[src/amc_pkg.sv]
// package: register map, field layout and timing constants for the converter control block
package amc_pkg;
  localparam logic [7:0] IO_ADDR_RESULT_LOW = 8'h04;
  localparam logic [7:0] IO_ADDR_RESULT_HIGH = 8'h05;
  localparam logic [7:0] IO_ADDR_CTRL_STATUS = 8'h06;
  localparam logic [7:0] IO_ADDR_INPUT_REF = 8'h07;
  localparam logic [7:0] DATA_SPACE_OFFSET = 8'h20;
  localparam logic [7:0] CTRL_STATUS_RESET = 8'h00;
  localparam logic [7:0] INPUT_REF_RESET = 8'h00;
  // control/status bit positions
  localparam int CS_ON_BIT = 7;
  localparam int CS_GO_BIT = 6;
  localparam int CS_FREE_BIT = 5;
  localparam int CS_FLAG_BIT = 4;
  localparam int CS_IRQ_EN_BIT = 3;
  // input/reference select bit positions
  localparam int IR_REF_LSB = 6;
  localparam int IR_ALIGN_BIT = 5;
  localparam int IR_CHAN_LSB = 0;
  // conversion lengths in converter clocks
  localparam logic [4:0] CONV_CYCLES_NORMAL = 5'h0d;
  localparam logic [4:0] CONV_CYCLES_FIRST = 5'h19;
  // reference codes
  localparam logic [1:0] REF_EXT_PIN = 2'h0;
  localparam logic [1:0] REF_SUPPLY = 2'h1;
  localparam logic [1:0] REF_INTERNAL = 2'h3;
  // gain codes
  localparam logic [1:0] GAIN_1X = 2'h0;
  localparam logic [1:0] GAIN_10X = 2'h1;
  localparam logic [1:0] GAIN_200X = 2'h2;
  // analog selection sources (pos/neg)
  localparam logic [3:0] SRC_BANDGAP = 4'h8;
  localparam logic [3:0] SRC_GROUND = 4'h9;
  localparam logic [3:0] SRC_NONE = 4'hf;
  typedef enum logic [1:0] {
    AMC_IDLE = 2'b00,
    AMC_CONV = 2'b01,
    AMC_DONE = 2'b11
  } amc_state_t;
endpackage : amc_pkg

[src/amc_conv_if.sv]
// interface: conversion request and decoded analog selections between sequencer and analog selection decoder
`timescale 1ns/1ns
interface amc_conv_if;
  logic [4:0] chan;
  logic [1:0] ref_sel;
  logic [3:0] pos_src;
  logic [3:0] neg_src;
  logic [1:0] gain;
  logic diff;
  logic ref_int_on;
  logic ref_supply;
  logic ref_ext;
  modport ctrl (output chan, output ref_sel, input pos_src, input neg_src, input gain, input diff,
    input ref_int_on, input ref_supply, input ref_ext);
  modport dec (input chan, input ref_sel, output pos_src, output neg_src, output gain, output diff,
    output ref_int_on, output ref_supply, output ref_ext);
endinterface : amc_conv_if

[src/amc_chan_decode.sv]
// decoder: channel/gain code and reference code to analog switch selections
`timescale 1ns/1ns
module amc_chan_decode (
  amc_conv_if.dec cif
);
  always_comb begin
    cif.pos_src = amc_pkg::SRC_NONE;
    cif.neg_src = amc_pkg::SRC_NONE;
    cif.gain = amc_pkg::GAIN_1X;
    cif.diff = 1'b0;
    if (cif.chan[4:3] == 2'b00) begin
      cif.pos_src = {1'b0, cif.chan[2:0]};
      cif.neg_src = amc_pkg::SRC_GROUND;
    end else if (cif.chan[4:3] == 2'b01) begin
      // pairs 0/1 vs 0 and 2/3 vs 2; even codes short both sides for offset
      cif.diff = 1'b1;
      cif.pos_src = {2'b00, cif.chan[2], cif.chan[0]};
      cif.neg_src = {2'b00, cif.chan[2], 1'b0};
      cif.gain = cif.chan[1] ? amc_pkg::GAIN_200X : amc_pkg::GAIN_10X;
    end else if (cif.chan == 5'h1e) begin
      cif.pos_src = amc_pkg::SRC_BANDGAP;
      cif.neg_src = amc_pkg::SRC_GROUND;
    end else if (cif.chan == 5'h1f) begin
      cif.pos_src = amc_pkg::SRC_GROUND;
      cif.neg_src = amc_pkg::SRC_GROUND;
    end else if (cif.chan[4:3] == 2'b10) begin
      cif.diff = 1'b1;
      cif.pos_src = {1'b0, cif.chan[2:0]};
      cif.neg_src = 4'h1;
    end else begin
      cif.diff = 1'b1;
      cif.pos_src = {1'b0, cif.chan[2:0]};
      cif.neg_src = 4'h2;
    end
  end
  // code 10 is reserved: treated as external pin with internal reference off
  assign cif.ref_int_on = (cif.ref_sel == amc_pkg::REF_INTERNAL);
  assign cif.ref_supply = (cif.ref_sel == amc_pkg::REF_SUPPLY);
  assign cif.ref_ext = ~(cif.ref_int_on | cif.ref_supply);
endmodule : amc_chan_decode

[src/amc_clk_div.sv]
// prescaler: one-cycle converter clock ticks from the system clock
`timescale 1ns/1ns
module amc_clk_div (
  input wire logic clk_i,
  input wire logic nrst_i,
  input wire logic run_i,
  input wire logic [2:0] sel_i,
  output logic tick_o
);
  logic [6:0] cnt_q;
  logic [6:0] cnt_d;
  logic [6:0] last;
  always_comb begin
    // 000 and 001 both divide by two
    last = (sel_i == 3'h0) ? 7'h01 : 7'((8'h01 << sel_i) - 8'h01);
    tick_o = run_i && (cnt_q >= last);
    cnt_d = (!run_i || tick_o) ? 7'h00 : 7'(cnt_q + 7'h01);
  end
  always_ff @(posedge clk_i or negedge nrst_i) begin
    if (!nrst_i) begin
      cnt_q <= 7'h00;
    end else begin
      cnt_q <= cnt_d;
    end
  end
endmodule : amc_clk_div

[src/amc_top.sv]
// top: converter control/status and input/reference registers, sequencer and result presentation
`timescale 1ns/1ns
module amc_top (
  input wire logic clk_i,
  input wire logic nrst_i,
  input wire logic [7:0] io_addr_i,
  input wire logic io_data_space_i,
  input wire logic io_wr_i,
  input wire logic io_rd_i,
  input wire logic [7:0] io_wdata_i,
  output logic [7:0] io_rdata_o,
  input wire logic global_irq_en_i,
  input wire logic irq_ack_i,
  output logic irq_o,
  input wire logic [9:0] sar_result_i,
  output logic analog_power_o,
  output logic sample_o,
  output logic [3:0] pos_src_o,
  output logic [3:0] neg_src_o,
  output logic [1:0] gain_o,
  output logic diff_o,
  output logic ref_int_on_o,
  output logic ref_supply_o,
  output logic ref_ext_o
);
  logic [7:0] sel_q;
  logic [7:0] sel_d;
  logic on_q;
  logic on_d;
  logic free_q;
  logic free_d;
  logic flag_q;
  logic flag_d;
  logic irq_en_q;
  logic irq_en_d;
  logic [2:0] div_q;
  logic [2:0] div_d;
  logic init_q;
  logic init_d;
  logic [4:0] chan_q;
  logic [4:0] chan_d;
  logic [1:0] ref_q;
  logic [1:0] ref_d;
  logic [4:0] cyc_q;
  logic [4:0] cyc_d;
  logic [4:0] len_q;
  logic [4:0] len_d;
  logic [9:0] res_q;
  logic [9:0] res_d;
  logic lock_q;
  logic lock_d;
  logic pend_q;
  logic pend_d;
  amc_pkg::amc_state_t st_q;
  amc_pkg::amc_state_t st_d;
  logic tick;
  logic [7:0] addr;
  logic hit_cs;
  logic hit_ir;
  logic hit_lo;
  logic hit_hi;
  logic busy;
  logic [15:0] shown;

  amc_conv_if cif ();

  amc_chan_decode u_dec (
    .cif(cif)
  );

  amc_clk_div u_div (
    .clk_i(clk_i),
    .nrst_i(nrst_i),
    .run_i(busy),
    .sel_i(div_q),
    .tick_o(tick)
  );

  // data-space accesses are shifted down into I/O space
  assign addr = io_data_space_i ? 8'(io_addr_i - amc_pkg::DATA_SPACE_OFFSET) : io_addr_i;
  assign hit_cs = (addr == amc_pkg::IO_ADDR_CTRL_STATUS);
  assign hit_ir = (addr == amc_pkg::IO_ADDR_INPUT_REF);
  assign hit_lo = (addr == amc_pkg::IO_ADDR_RESULT_LOW);
  assign hit_hi = (addr == amc_pkg::IO_ADDR_RESULT_HIGH);
  assign busy = (st_q == amc_pkg::AMC_CONV);

  always_comb begin
    logic go_wr;
    go_wr = 1'b0;
    sel_d = sel_q;
    on_d = on_q;
    free_d = free_q;
    irq_en_d = irq_en_q;
    div_d = div_q;
    init_d = init_q;
    flag_d = flag_q;
    chan_d = chan_q;
    ref_d = ref_q;
    cyc_d = cyc_q;
    len_d = len_q;
    res_d = res_q;
    lock_d = lock_q;
    pend_d = pend_q;
    st_d = st_q;
    if (io_wr_i && hit_ir) begin
      sel_d = io_wdata_i;
    end
    if (io_wr_i && hit_cs) begin
      on_d = io_wdata_i[amc_pkg::CS_ON_BIT];
      free_d = io_wdata_i[amc_pkg::CS_FREE_BIT];
      irq_en_d = io_wdata_i[amc_pkg::CS_IRQ_EN_BIT];
      div_d = io_wdata_i[2:0];
      go_wr = io_wdata_i[amc_pkg::CS_GO_BIT];
      // writing one clears; a completion in the same cycle still sets below
      if (io_wdata_i[amc_pkg::CS_FLAG_BIT]) begin
        flag_d = 1'b0;
      end
      if (!on_q && io_wdata_i[amc_pkg::CS_ON_BIT]) begin
        init_d = 1'b1;
      end
    end
    if (irq_ack_i) begin
      flag_d = 1'b0;
    end
    // low-byte read freezes the result until the high byte is read
    if (io_rd_i && hit_lo) begin
      lock_d = 1'b1;
    end
    if (io_rd_i && hit_hi) begin
      lock_d = 1'b0;
      if (pend_q) begin
        pend_d = 1'b0;
        flag_d = 1'b1;
      end
    end
    case (st_q)
      amc_pkg::AMC_IDLE: begin
        if (go_wr && on_d) begin
          // selections captured here so a conversion never mixes settings
          chan_d = sel_d[4:0];
          ref_d = sel_d[7:6];
          len_d = init_d ? amc_pkg::CONV_CYCLES_FIRST : amc_pkg::CONV_CYCLES_NORMAL;
          init_d = 1'b0;
          cyc_d = 5'h00;
          st_d = amc_pkg::AMC_CONV;
        end
      end
      amc_pkg::AMC_CONV: begin
        if (!on_d) begin
          st_d = amc_pkg::AMC_IDLE;
        end else if (tick) begin
          cyc_d = 5'(cyc_q + 5'h01);
          if (5'(cyc_q + 5'h01) == len_q) begin
            st_d = amc_pkg::AMC_DONE;
          end
        end
      end
      amc_pkg::AMC_DONE: begin
        // a locked result register drops the new value; flag is held back until the high byte is read
        if (!lock_d) begin
          res_d = sar_result_i;
          flag_d = 1'b1;
        end else begin
          pend_d = 1'b1;
        end
        chan_d = sel_d[4:0];
        ref_d = sel_d[7:6];
        cyc_d = 5'h00;
        len_d = amc_pkg::CONV_CYCLES_NORMAL;
        st_d = (free_d && on_d) ? amc_pkg::AMC_CONV : amc_pkg::AMC_IDLE;
      end
      default: begin
        st_d = amc_pkg::AMC_IDLE;
      end
    endcase
    if (!on_d) begin
      pend_d = 1'b0;
    end
  end

  always_ff @(posedge clk_i or negedge nrst_i) begin
    if (!nrst_i) begin
      sel_q <= amc_pkg::INPUT_REF_RESET;
      on_q <= 1'b0;
      free_q <= 1'b0;
      flag_q <= 1'b0;
      irq_en_q <= 1'b0;
      div_q <= 3'h0;
      init_q <= 1'b0;
      chan_q <= 5'h00;
      ref_q <= 2'h0;
      cyc_q <= 5'h00;
      len_q <= amc_pkg::CONV_CYCLES_NORMAL;
      res_q <= 10'h000;
      lock_q <= 1'b0;
      pend_q <= 1'b0;
      st_q <= amc_pkg::AMC_IDLE;
    end else begin
      sel_q <= sel_d;
      on_q <= on_d;
      free_q <= free_d;
      flag_q <= flag_d;
      irq_en_q <= irq_en_d;
      div_q <= div_d;
      init_q <= init_d;
      chan_q <= chan_d;
      ref_q <= ref_d;
      cyc_q <= cyc_d;
      len_q <= len_d;
      res_q <= res_d;
      lock_q <= lock_d;
      pend_q <= pend_d;
      st_q <= st_d;
    end
  end

  // alignment follows the live register bit, not the latched one
  assign shown = sel_q[amc_pkg::IR_ALIGN_BIT] ? {res_q, 6'h00} : {6'h00, res_q};

  always_comb begin
    io_rdata_o = 8'h00;
    if (io_rd_i && hit_cs) begin
      io_rdata_o = {on_q, busy || (st_q == amc_pkg::AMC_DONE), free_q, flag_q, irq_en_q, div_q};
    end else if (io_rd_i && hit_ir) begin
      io_rdata_o = sel_q;
    end else if (io_rd_i && hit_lo) begin
      io_rdata_o = shown[7:0];
    end else if (io_rd_i && hit_hi) begin
      io_rdata_o = shown[15:8];
    end
  end

  assign irq_o = flag_q && irq_en_q && global_irq_en_i;
  assign analog_power_o = on_q;
  assign sample_o = busy;
  assign cif.chan = chan_q;
  assign cif.ref_sel = ref_q;
  assign pos_src_o = cif.pos_src;
  assign neg_src_o = cif.neg_src;
  assign gain_o = cif.gain;
  assign diff_o = cif.diff;
  assign ref_int_on_o = cif.ref_int_on;
  assign ref_supply_o = cif.ref_supply;
  assign ref_ext_o = cif.ref_ext;

  a_irq_gating: assert property (@(posedge clk_i) disable iff (!nrst_i)
    irq_o |-> (flag_q && irq_en_q && global_irq_en_i)) else $error("irq without enables");
  a_abort_conv: assert property (@(posedge clk_i) disable iff (!nrst_i)
    (busy && !on_d) |=> (st_q == amc_pkg::AMC_IDLE)) else $error("abort failed");
  a_go_reads_one: assert property (@(posedge clk_i) disable iff (!nrst_i)
    (io_rd_i && hit_cs && busy) |-> io_rdata_o[amc_pkg::CS_GO_BIT]) else $error("go bit low while busy");
  // start from idle with the converter just enabled, or enabled but never started yet
  a_first_len: assert property (@(posedge clk_i) disable iff (!nrst_i)
    (busy && ($past(st_q) == amc_pkg::AMC_IDLE) && (!$past(on_q) || $past(init_q)))
    |-> (len_q == amc_pkg::CONV_CYCLES_FIRST)) else $error("first length");
  a_normal_len: assert property (@(posedge clk_i) disable iff (!nrst_i)
    (busy && !$past(busy) && $past(on_q) && !$past(init_q))
    |-> (len_q == amc_pkg::CONV_CYCLES_NORMAL)) else $error("normal length");
  a_flag_done: assert property (@(posedge clk_i) disable iff (!nrst_i)
    (st_q == amc_pkg::AMC_DONE && !lock_d) |=> (flag_q && res_q == $past(sar_result_i))) else $error("flag");
  a_ack_clears: assert property (@(posedge clk_i) disable iff (!nrst_i)
    (irq_ack_i && st_q != amc_pkg::AMC_DONE && !(io_rd_i && hit_hi && pend_q)) |=> !flag_q) else $error("ack");
  a_flag_wr_clear: assert property (@(posedge clk_i) disable iff (!nrst_i)
    (io_wr_i && hit_cs && io_wdata_i[amc_pkg::CS_FLAG_BIT] && st_q != amc_pkg::AMC_DONE
      && !(io_rd_i && hit_hi && pend_q)) |=> !flag_q) else $error("flag write clear");
  a_sel_stable: assert property (@(posedge clk_i) disable iff (!nrst_i)
    (busy && $past(busy)) |-> $stable(chan_q) && $stable(ref_q)) else $error("selection moved");
  a_lock_holds: assert property (@(posedge clk_i) disable iff (!nrst_i)
    (lock_q && !(io_rd_i && hit_hi)) |=> $stable(res_q)) else $error("result changed while locked");
  a_go_starts: assert property (@(posedge clk_i) disable iff (!nrst_i)
    (st_q == amc_pkg::AMC_IDLE && io_wr_i && hit_cs && io_wdata_i[amc_pkg::CS_GO_BIT]
      && io_wdata_i[amc_pkg::CS_ON_BIT]) |=> busy) else $error("start ignored");
  a_zero_go_idle: assert property (@(posedge clk_i) disable iff (!nrst_i)
    (st_q == amc_pkg::AMC_IDLE && io_wr_i && hit_cs && !io_wdata_i[amc_pkg::CS_GO_BIT])
    |=> !busy) else $error("zero start acted");
  a_free_again: assert property (@(posedge clk_i) disable iff (!nrst_i)
    (st_q == amc_pkg::AMC_DONE && free_q && on_q && !(io_wr_i && hit_cs))
    |=> busy) else $error("free run stopped");
  a_align_live: assert property (@(posedge clk_i) disable iff (!nrst_i)
    (io_rd_i && hit_lo && sel_q[amc_pkg::IR_ALIGN_BIT])
    |-> (io_rdata_o == {res_q[1:0], 6'h00})) else $error("left adjust low byte");
endmodule : amc_top

[config.mk]
export PLATFORM = sky130hd
export DESIGN_NAME = amc_top
export DESIGN_NICKNAME = d
export VERILOG_FILES = /design/src/amc_pkg.sv /design/src/amc_conv_if.sv /design/src/amc_chan_decode.sv /design/src/amc_clk_div.sv /design/src/amc_top.sv
export SDC_FILE = /design/constraint.sdc
export NUM_CORES = 1
export LEC_CHECK = 0
export BUFFER_PORTS_ARGS = -buffer_cell sky130_fd_sc_hd__buf_2
export CAP_MARGIN = 20
export CORE_UTILIZATION = 50
export CTS_BUF_LIST = sky130_fd_sc_hd__clkbuf_8
export CTS_CLUSTER_SIZE = 14
export DETAILED_ROUTE_END_ITERATION = 10
export GPL_TIMING_DRIVEN = 0
export HOLD_SLACK_MARGIN = 0.05
export PLACE_DENSITY = 0.76
export SYNTH_ARGS = -nofsm -noshare
export SYNTH_HDL_FRONTEND = slang
export SYNTH_SLANG_ARGS = --single-unit
[constraint.sdc]
create_clock -name clk_i -period 1.8 [get_ports clk_i]
set_input_delay 0.27 -clock clk_i [delete_from_list [all_inputs] [get_ports clk_i]]
set_output_delay 0.27 -clock clk_i [all_outputs]
set_load 0.005 [all_outputs]
==> results.md, run 1 <==
- Outcome: finished, violations left
- Failing checks: setup timing
- XOR/XNOR Fraction of Synth Area: under 10%
- Std cell rows: 27
- Synth cell count leaders: dfrtp_1 (50), nand2_1 (29), nor2_1 (24)
- Crit path capture type: primary output
- Vias in the first global route: 2436
- Crit path max-delay cell type: nor3_4
- Final setup viols: 14
- RD Place Congestion: 0.876
- Worst VDD drop: 0.387 mV
- Largest family of logic cells by synthesized area: simple AND/OR/NAND/NOR gates
- First-pass GRT wire length: between 10000 and 15000 um
- Pin count of the biggest net entering global routing: 32
- Worst-Skew Late Latency: slightly above 300 ps
- CTS tree: yes
- Async set-or-reset flop fraction in the synthesized netlist: 100%
- Post-synthesis sequential area ratio: 43.7%
- Top_reg_cell synth: dfrtp_1
- Area share of the leading cell type in the synthesized netlist: between 40% and 50%
- Final Core Density: between 60% and 70%
- Relative slew margins: about two thirds
- Post-Synth Simple-Gate Area: between 10% and 20%
- Post-Syn Area: approximately 3000 um^2
- Post-synth EDFFs: 0
- I/O pin count: 58
- Setup slack after layout: -119 ps
- Adder-cell area share of the yosys netlist: approximately 4.3%
- Initial antenna violation count: 0
- Slowest stage delay, CP: 220 ps
- Starting Density: a little over half
- FMAX: 521 MHz
- WL final: about 7000 um
- R2R cell count: 7
- Core Area: about 5600 um^2
- H-tree depth: 2
- Critical Path RT: 1530 ps
- CTS Buf Count: 5
- Yosys top cell by area: dfrtp_1
- Root buf cell: clkbuf_8
- WHS: 177 ps
- Die footprint: between 6000 and 7000 um^2
- Total power draw: around 2.2 mW
- CP Cell Sequence: buf_12 -> inv_12 -> ha_4 -> xnor2_4 -> a41oi_4 -> nor3_4 -> buf_4 -> nand4_1 -> a22oi_2 -> buf_2
- Critical path type: in2out
- Area delta synth->final: 32.2%
- Synth cell types: 53
- Worst path arrival time: 1650 ps
- Grt total ovfl: 0
- Number of synthesized register bits: between 50 and 60
- Buffers on Ports: between 50 and 60
- Synth warn: 0
- Multiplexer share of the synthesized area: 13.7%
- Worst-Margin Slew: roughly 520 ps
- Mapped Nets: between 300 and 400
- Worst Skew: 7.72 ps
- Startpoint type of the worst setup path: input pin
- Mapped Avg Cell Area: around 10 um^2
- RSZ-0062 raised after global routing: true
- GRT Util Overall: 24.8%
- Min Tclk post-route: roughly 1900 ps
- Lkg Pwr: about 1.8 nW
- Worst-path clk slew: ~100 ps
- Placement Cell Area: roughly 3400 um^2
- Final Hold Viols: 0
- Final slew viol count: 0
- Crit share post-route: 107%
- Clock buffer depth: 2
- First-pass detailed-route iteration total: 7
- Vias: between 2000 and 3000
- Hold crit path type: in2reg
- Post-synthesis cell count: about 290
- Count leader, synth: dfrtp_1
- Hold depth: 2
- Pwr Density: between 500 and 600 nW/um^2
- Layout cell share with drive strength beyond 1: between 40 and 50%
- DRC viols: 0
- Height of the chip: just under 80 um
- Clock Sinks: between 50 and 60
- Detail Placement HPWL: 4960 um
- Nets: between 400 and 500
- Die X: 78.4 um
- DRT iter0 DRCs: 270
- Complex-gate fraction of the synthesized area: a little over an eighth
- FILL cells: roughly 430
- Routed wire per std cell: 16.3 um
- Design area: 3860 um^2
- Max FO, Critical Path: 3
- Final ANT Viol Nets: 0
- Synth area leaders: dfrtp_1 (43%), mux2_2 (7.7%), mux2_4 (4.6%), ha_1 (4.3%), nand2_1 (3.7%)
- Max-cap violations: 0
- Average via count per standard cell: roughly 5.7
- Number of diodes: 0
- Worst slack at placement: -591 ps
==> power by group <==
group | internal (mW) | leakage [nW] | switching, mW | total (mW)
Sequential | 1.18 | 0.668 | 0.0345 | 1.21
Combinational | 0.135 | 1.12 | 0.149 | 0.284
Clock | 0.286 | 0.0463 | 0.428 | 0.714
Total | 1.60 | 1.83 | 0.612 | 2.21
==> path summary, 6_finish.rpt <==
path / startpoint / endpoint / slack, ps
min in group asynchronous: nrst_i / cyc_q[1] / 450
hold / removal: sar_result_i[3] / res_q[3] / 180
max in group asynchronous: nrst_i / len_q[2] / 740
hold reg to reg: len_q[4] / len_q[4] / 520
setup reg to reg: div_q[1] / st_q[1] / -70
setup / recovery: io_addr_i[6] / io_rdata_o[2] / -120
==> sequential cells by signal, indices dropped and copies added, names as in the netlist <==
register        cells
res_q              10
sel_q               8
u_div.cnt_q         7
chan_q              5
cyc_q               5
div_q               3
cif.ref_sel         2
len_q               2
st_q                2
analog_power_o      1
flag_q              1
free_q              1
init_q              1
irq_en_q            1
lock_q              1
pend_q              1
==> cell usage in the layout (no fill, tap or decap), drive strengths merged, types with 9 or more instances in the layout <==
cell | synthesis | layout
inv | 16 | 17
buf | 3 | 76
clkbuf | 7 | 9
o21ai | 20 | 20
nand3 | 9 | 9
ha | 10 | 10
mux2 | 29 | 29
nand2 | 29 | 29
a21oi | 18 | 18
nor2 | 25 | 25
dfrtp | 50 | 50
==> worst max-delay path, delay by kind of cell <==
family                     cells  cell delay, ps
adders and majority gates      1             160
AOI/OAI and AO/OA              2             290
buffers and inverters          4             440
and+or+nand+nor                2             330
xor gates and xnor gates       1             160
==> final cells by class <==
type,instances,area (um^2),area share [%]
well taps,72,90.1,2.33
inverters,16,77.6,2.01
repair buffers,73,469,12.2
plain buffers,8,57.6,1.49
clock buffers,5,68.8,1.78
flip-flops and latches,51,1280,33.2
clock inverters,3,27.5,0.713
multi-input cells,215,1790,46.3
==> per-layer routing <==
layer	share of wire, %	wire [um]	global-route usage [%]	up-vias
li1	-	-	-	1187
met1	45	3230	33.9	1218
met3	5.6	404	3.95	14
met4	2.3	169	9.07	0
met5	0	0	0	-
met2	47	3400	39.9	92
==> what timing repair did <==
item,CTS,global route
endpoints found under the setup margin,44,40
cloned,1,1
buffers inserted,12,3
hold endpoints to repair,20,0
hold buffers,1,0
pin swaps,20,13
resized for setup,46,25
==> cells by family after synthesis <==
group | after synthesis
and+or+nand+nor | 99
buffers and inverters | 26
other | 1
DFF | 51
AOI/OAI and AO/OA | 60
muxes | 33
adders and majority gates | 10
xor gates and xnor gates | 11
==> stage by stage <==
stage          setup TNS (ps)  std cells
6_report                 -623        443
5_1_grt                 -2380        443
4_1_cts                  -427        439
3_5_place_dp           -18090        419
3_3_place_gp           -16390        418
2_1_floorplan           -1720        291
No activity file was read; power rests on OpenSTA's default activity.
==> run 2: changes to the inputs <==
Settings changed: GPL_TIMING_DRIVEN 0 to 1.
==> run 2 against run 1 <==
  * The flow still finishes with violations (setup timing)
  * Fmax is 3.0% lower
  * Wire length is 12% higher
  * Sequential power hardly changed
  * Clock power is 14% higher
  * Die area stayed put
  * First-iteration DRC count is 4.1% higher
  * Worst hold slack better by 2.4 ps
  * Clock-buffer cell count stayed put
==> results.md, run 2 (synthesized netlist as in run 1, its figures left out) <==
- Root buf cell: clkbuf_8
- Min-Delay Endpoint: res_q[2]
- Grt total ovfl: 0
- Worst VDD drop: 0.567 mV
- Vias in the first global route: about 2500
- WHS: 180 ps
- Clock buffer depth: 2
- Average via count per standard cell: between 5 and 6
- Layout cell share with drive strength beyond 1: between 40 and 50%
- H-tree depth: 2
- Hold depth: 2
- Final setup viols: 32
- Pin count of the biggest net entering global routing: 32
- FF-to-FF End: cyc_q[4]
- Crit path capture type: primary output
- Clock Sinks: approximately 50
- DRC viols: 0
- Crit share post-route: 110%
- Starting Density: a little over half
- Min Tclk post-route: a little under 2000 ps
- Std cell rows: 27
- Startpoint type of the worst setup path: input pin
- Critical path buffers and inverters: 3
- Worst-Margin Slew: 522 ps
- Worst-path clk slew: 100 ps
- FMAX: 506 MHz
- R2R cell count: 8
- Hold_sp: sar_result_i[2]
- FILL cells: between 300 and 400
- Slowest stage delay, CP: about 310 ps
- CP Cell Sequence: buf_12 -> inv_12 -> ha_4 -> xnor2_4 -> a41oi_4 -> nor3_4 -> nand4_1 -> a21oi_1 -> buf_2
- TNS Setup: -3300 ps
- Max reg flops: 10
- Number of diodes: 0
- Initial antenna violation count: 0
- GRT Util Overall: about 26%
- CTS tree: yes
- Failing checks: setup timing
- Outcome: finished, violations left
- CTS Buf Count: 5
- Most common cell after layout, fill and taps aside: buf_2
- Height of the chip: approximately 78 um
- I/O pin count: 58
- Worst path top cell family by delay: simple AND/OR/NAND/NOR gates
- Hold crit path type: in2reg
- RSZ-0062 raised after global routing: true
- Lkg Pwr: about 2 nW
- Worst-Skew Late Latency: about 310 ps
- Nets: between 400 and 500
- Setup slack after layout: -178 ps
- Final slew viol count: 0
- Crit path max-delay cell type: nor3_4
- RD Place Congestion: around 0.93
- Worst path arrival time: between 1500 and 2000 ps
- Critical Path RT: ~1500 ps
- Critical R2R Launch: div_q[2]
- Max-cap violations: 0
- Die footprint: a little over 6000 um^2
- WL final: around 8100 um
- Flop2flop setup slack: -110 ps
- Buffers on Ports: between 50 and 60
- Detail Placement HPWL: 5250 um
- Final Hold Viols: 0
- First-pass GRT wire length: between 10000 and 15000 um
- First-pass detailed-route iteration total: 5
- Most frequent cells in the layout: buf_2 (54), dfrtp_1 (47), buf_4 (32)
- Final Core Density: approximately 75%
- Core Area: between 5000 and 6000 um^2
- Largest Register: res_q
- Pwr Density: 569 nW/um^2
- Final ANT Viol Nets: 0
- Relative slew margins: around two thirds
- Max FO, Critical Path: 5
- Die X: between 70 and 80 um
- Largest regs: res_q x10, sel_q x8, u_div.cnt_q x7
- Worst slack at placement: -414 ps
- Critical path type: in2out
- Total power draw: ~2.4 mW
- Worst Skew: slightly above 10 ps
- Vias: between 2000 and 3000
- Area delta synth->final: 42.3%
- Worst path depth: 9
- DRT iter0 DRCs: 281
- Routed wire per std cell: roughly 17 um
run 2: metal layers:
metal | up-vias | GRT usage, % | routed length (um)
met2 | 103 | 43.2 | 4170
met4 | 0 | 8.15 | 159
met3 | 15 | 4.30 | 469
li1 | 1230 | - | -
met1 | 1297 | 34.5 | 3290
met5 | - | 0 | 0
run 2: worst max-delay path by stage:
| stage | from | to |
|---|---|---|
| 4_1_cts | io_addr_i[6] | io_rdata_o[4] |
| 6_report | io_addr_i[6] | io_rdata_o[4] |
| 3_5_place_dp | io_addr_i[6] | res_q[0] |
| 3_3_place_gp | io_addr_i[6] | res_q[0] |
| 2_1_floorplan | io_addr_i[6] | res_q[1] |
| 5_1_grt | io_addr_i[5] | io_rdata_o[4] |
run 2: where the power goes:
part           leakage (nW)  internal [mW]  switching [mW]  total (mW)
clock network        0.0599          0.415           0.398       0.813
logic                  1.26          0.169           0.164       0.334
registers             0.671           1.18          0.0389        1.22
run 2: per-stage QoR:
step / cells / instance area [um^2]
2_1_floorplan: 291 / 2990
3_3_place_gp: 435 / 3540
3_5_place_dp: 435 / 3540
4_1_cts: 454 / 3900
5_1_grt: 465 / 4160
6_report: 465 / 4160
run 2: final cells by class:
| type | instances | area, um^2 | area share (%) |
|---|---|---|---|
| Inverter | 16 | 77.6 | 1.87 |
| Multi-Input combinational cell | 216 | 1860 | 44.7 |
| Timing Repair Buffer | 102 | 737 | 17.7 |
| Clock buffer | 5 | 68.8 | 1.66 |
| Sequential cell | 51 | 1280 | 30.8 |
| Clock inverter | 3 | 42.5 | 1.02 |
| Tap cell | 72 | 90.1 | 2.17 |
run 2: repair_timing:
item | in CTS | in global routing
hold endpoints to repair | 19 | 0
gates resized for setup | 43 | 35
setup endpoints to repair | 39 | 44
buffers inserted | 9 | 10
hold buffers | 1 | 0
gates cloned | 1 | 1
pin swaps | 22 | 27
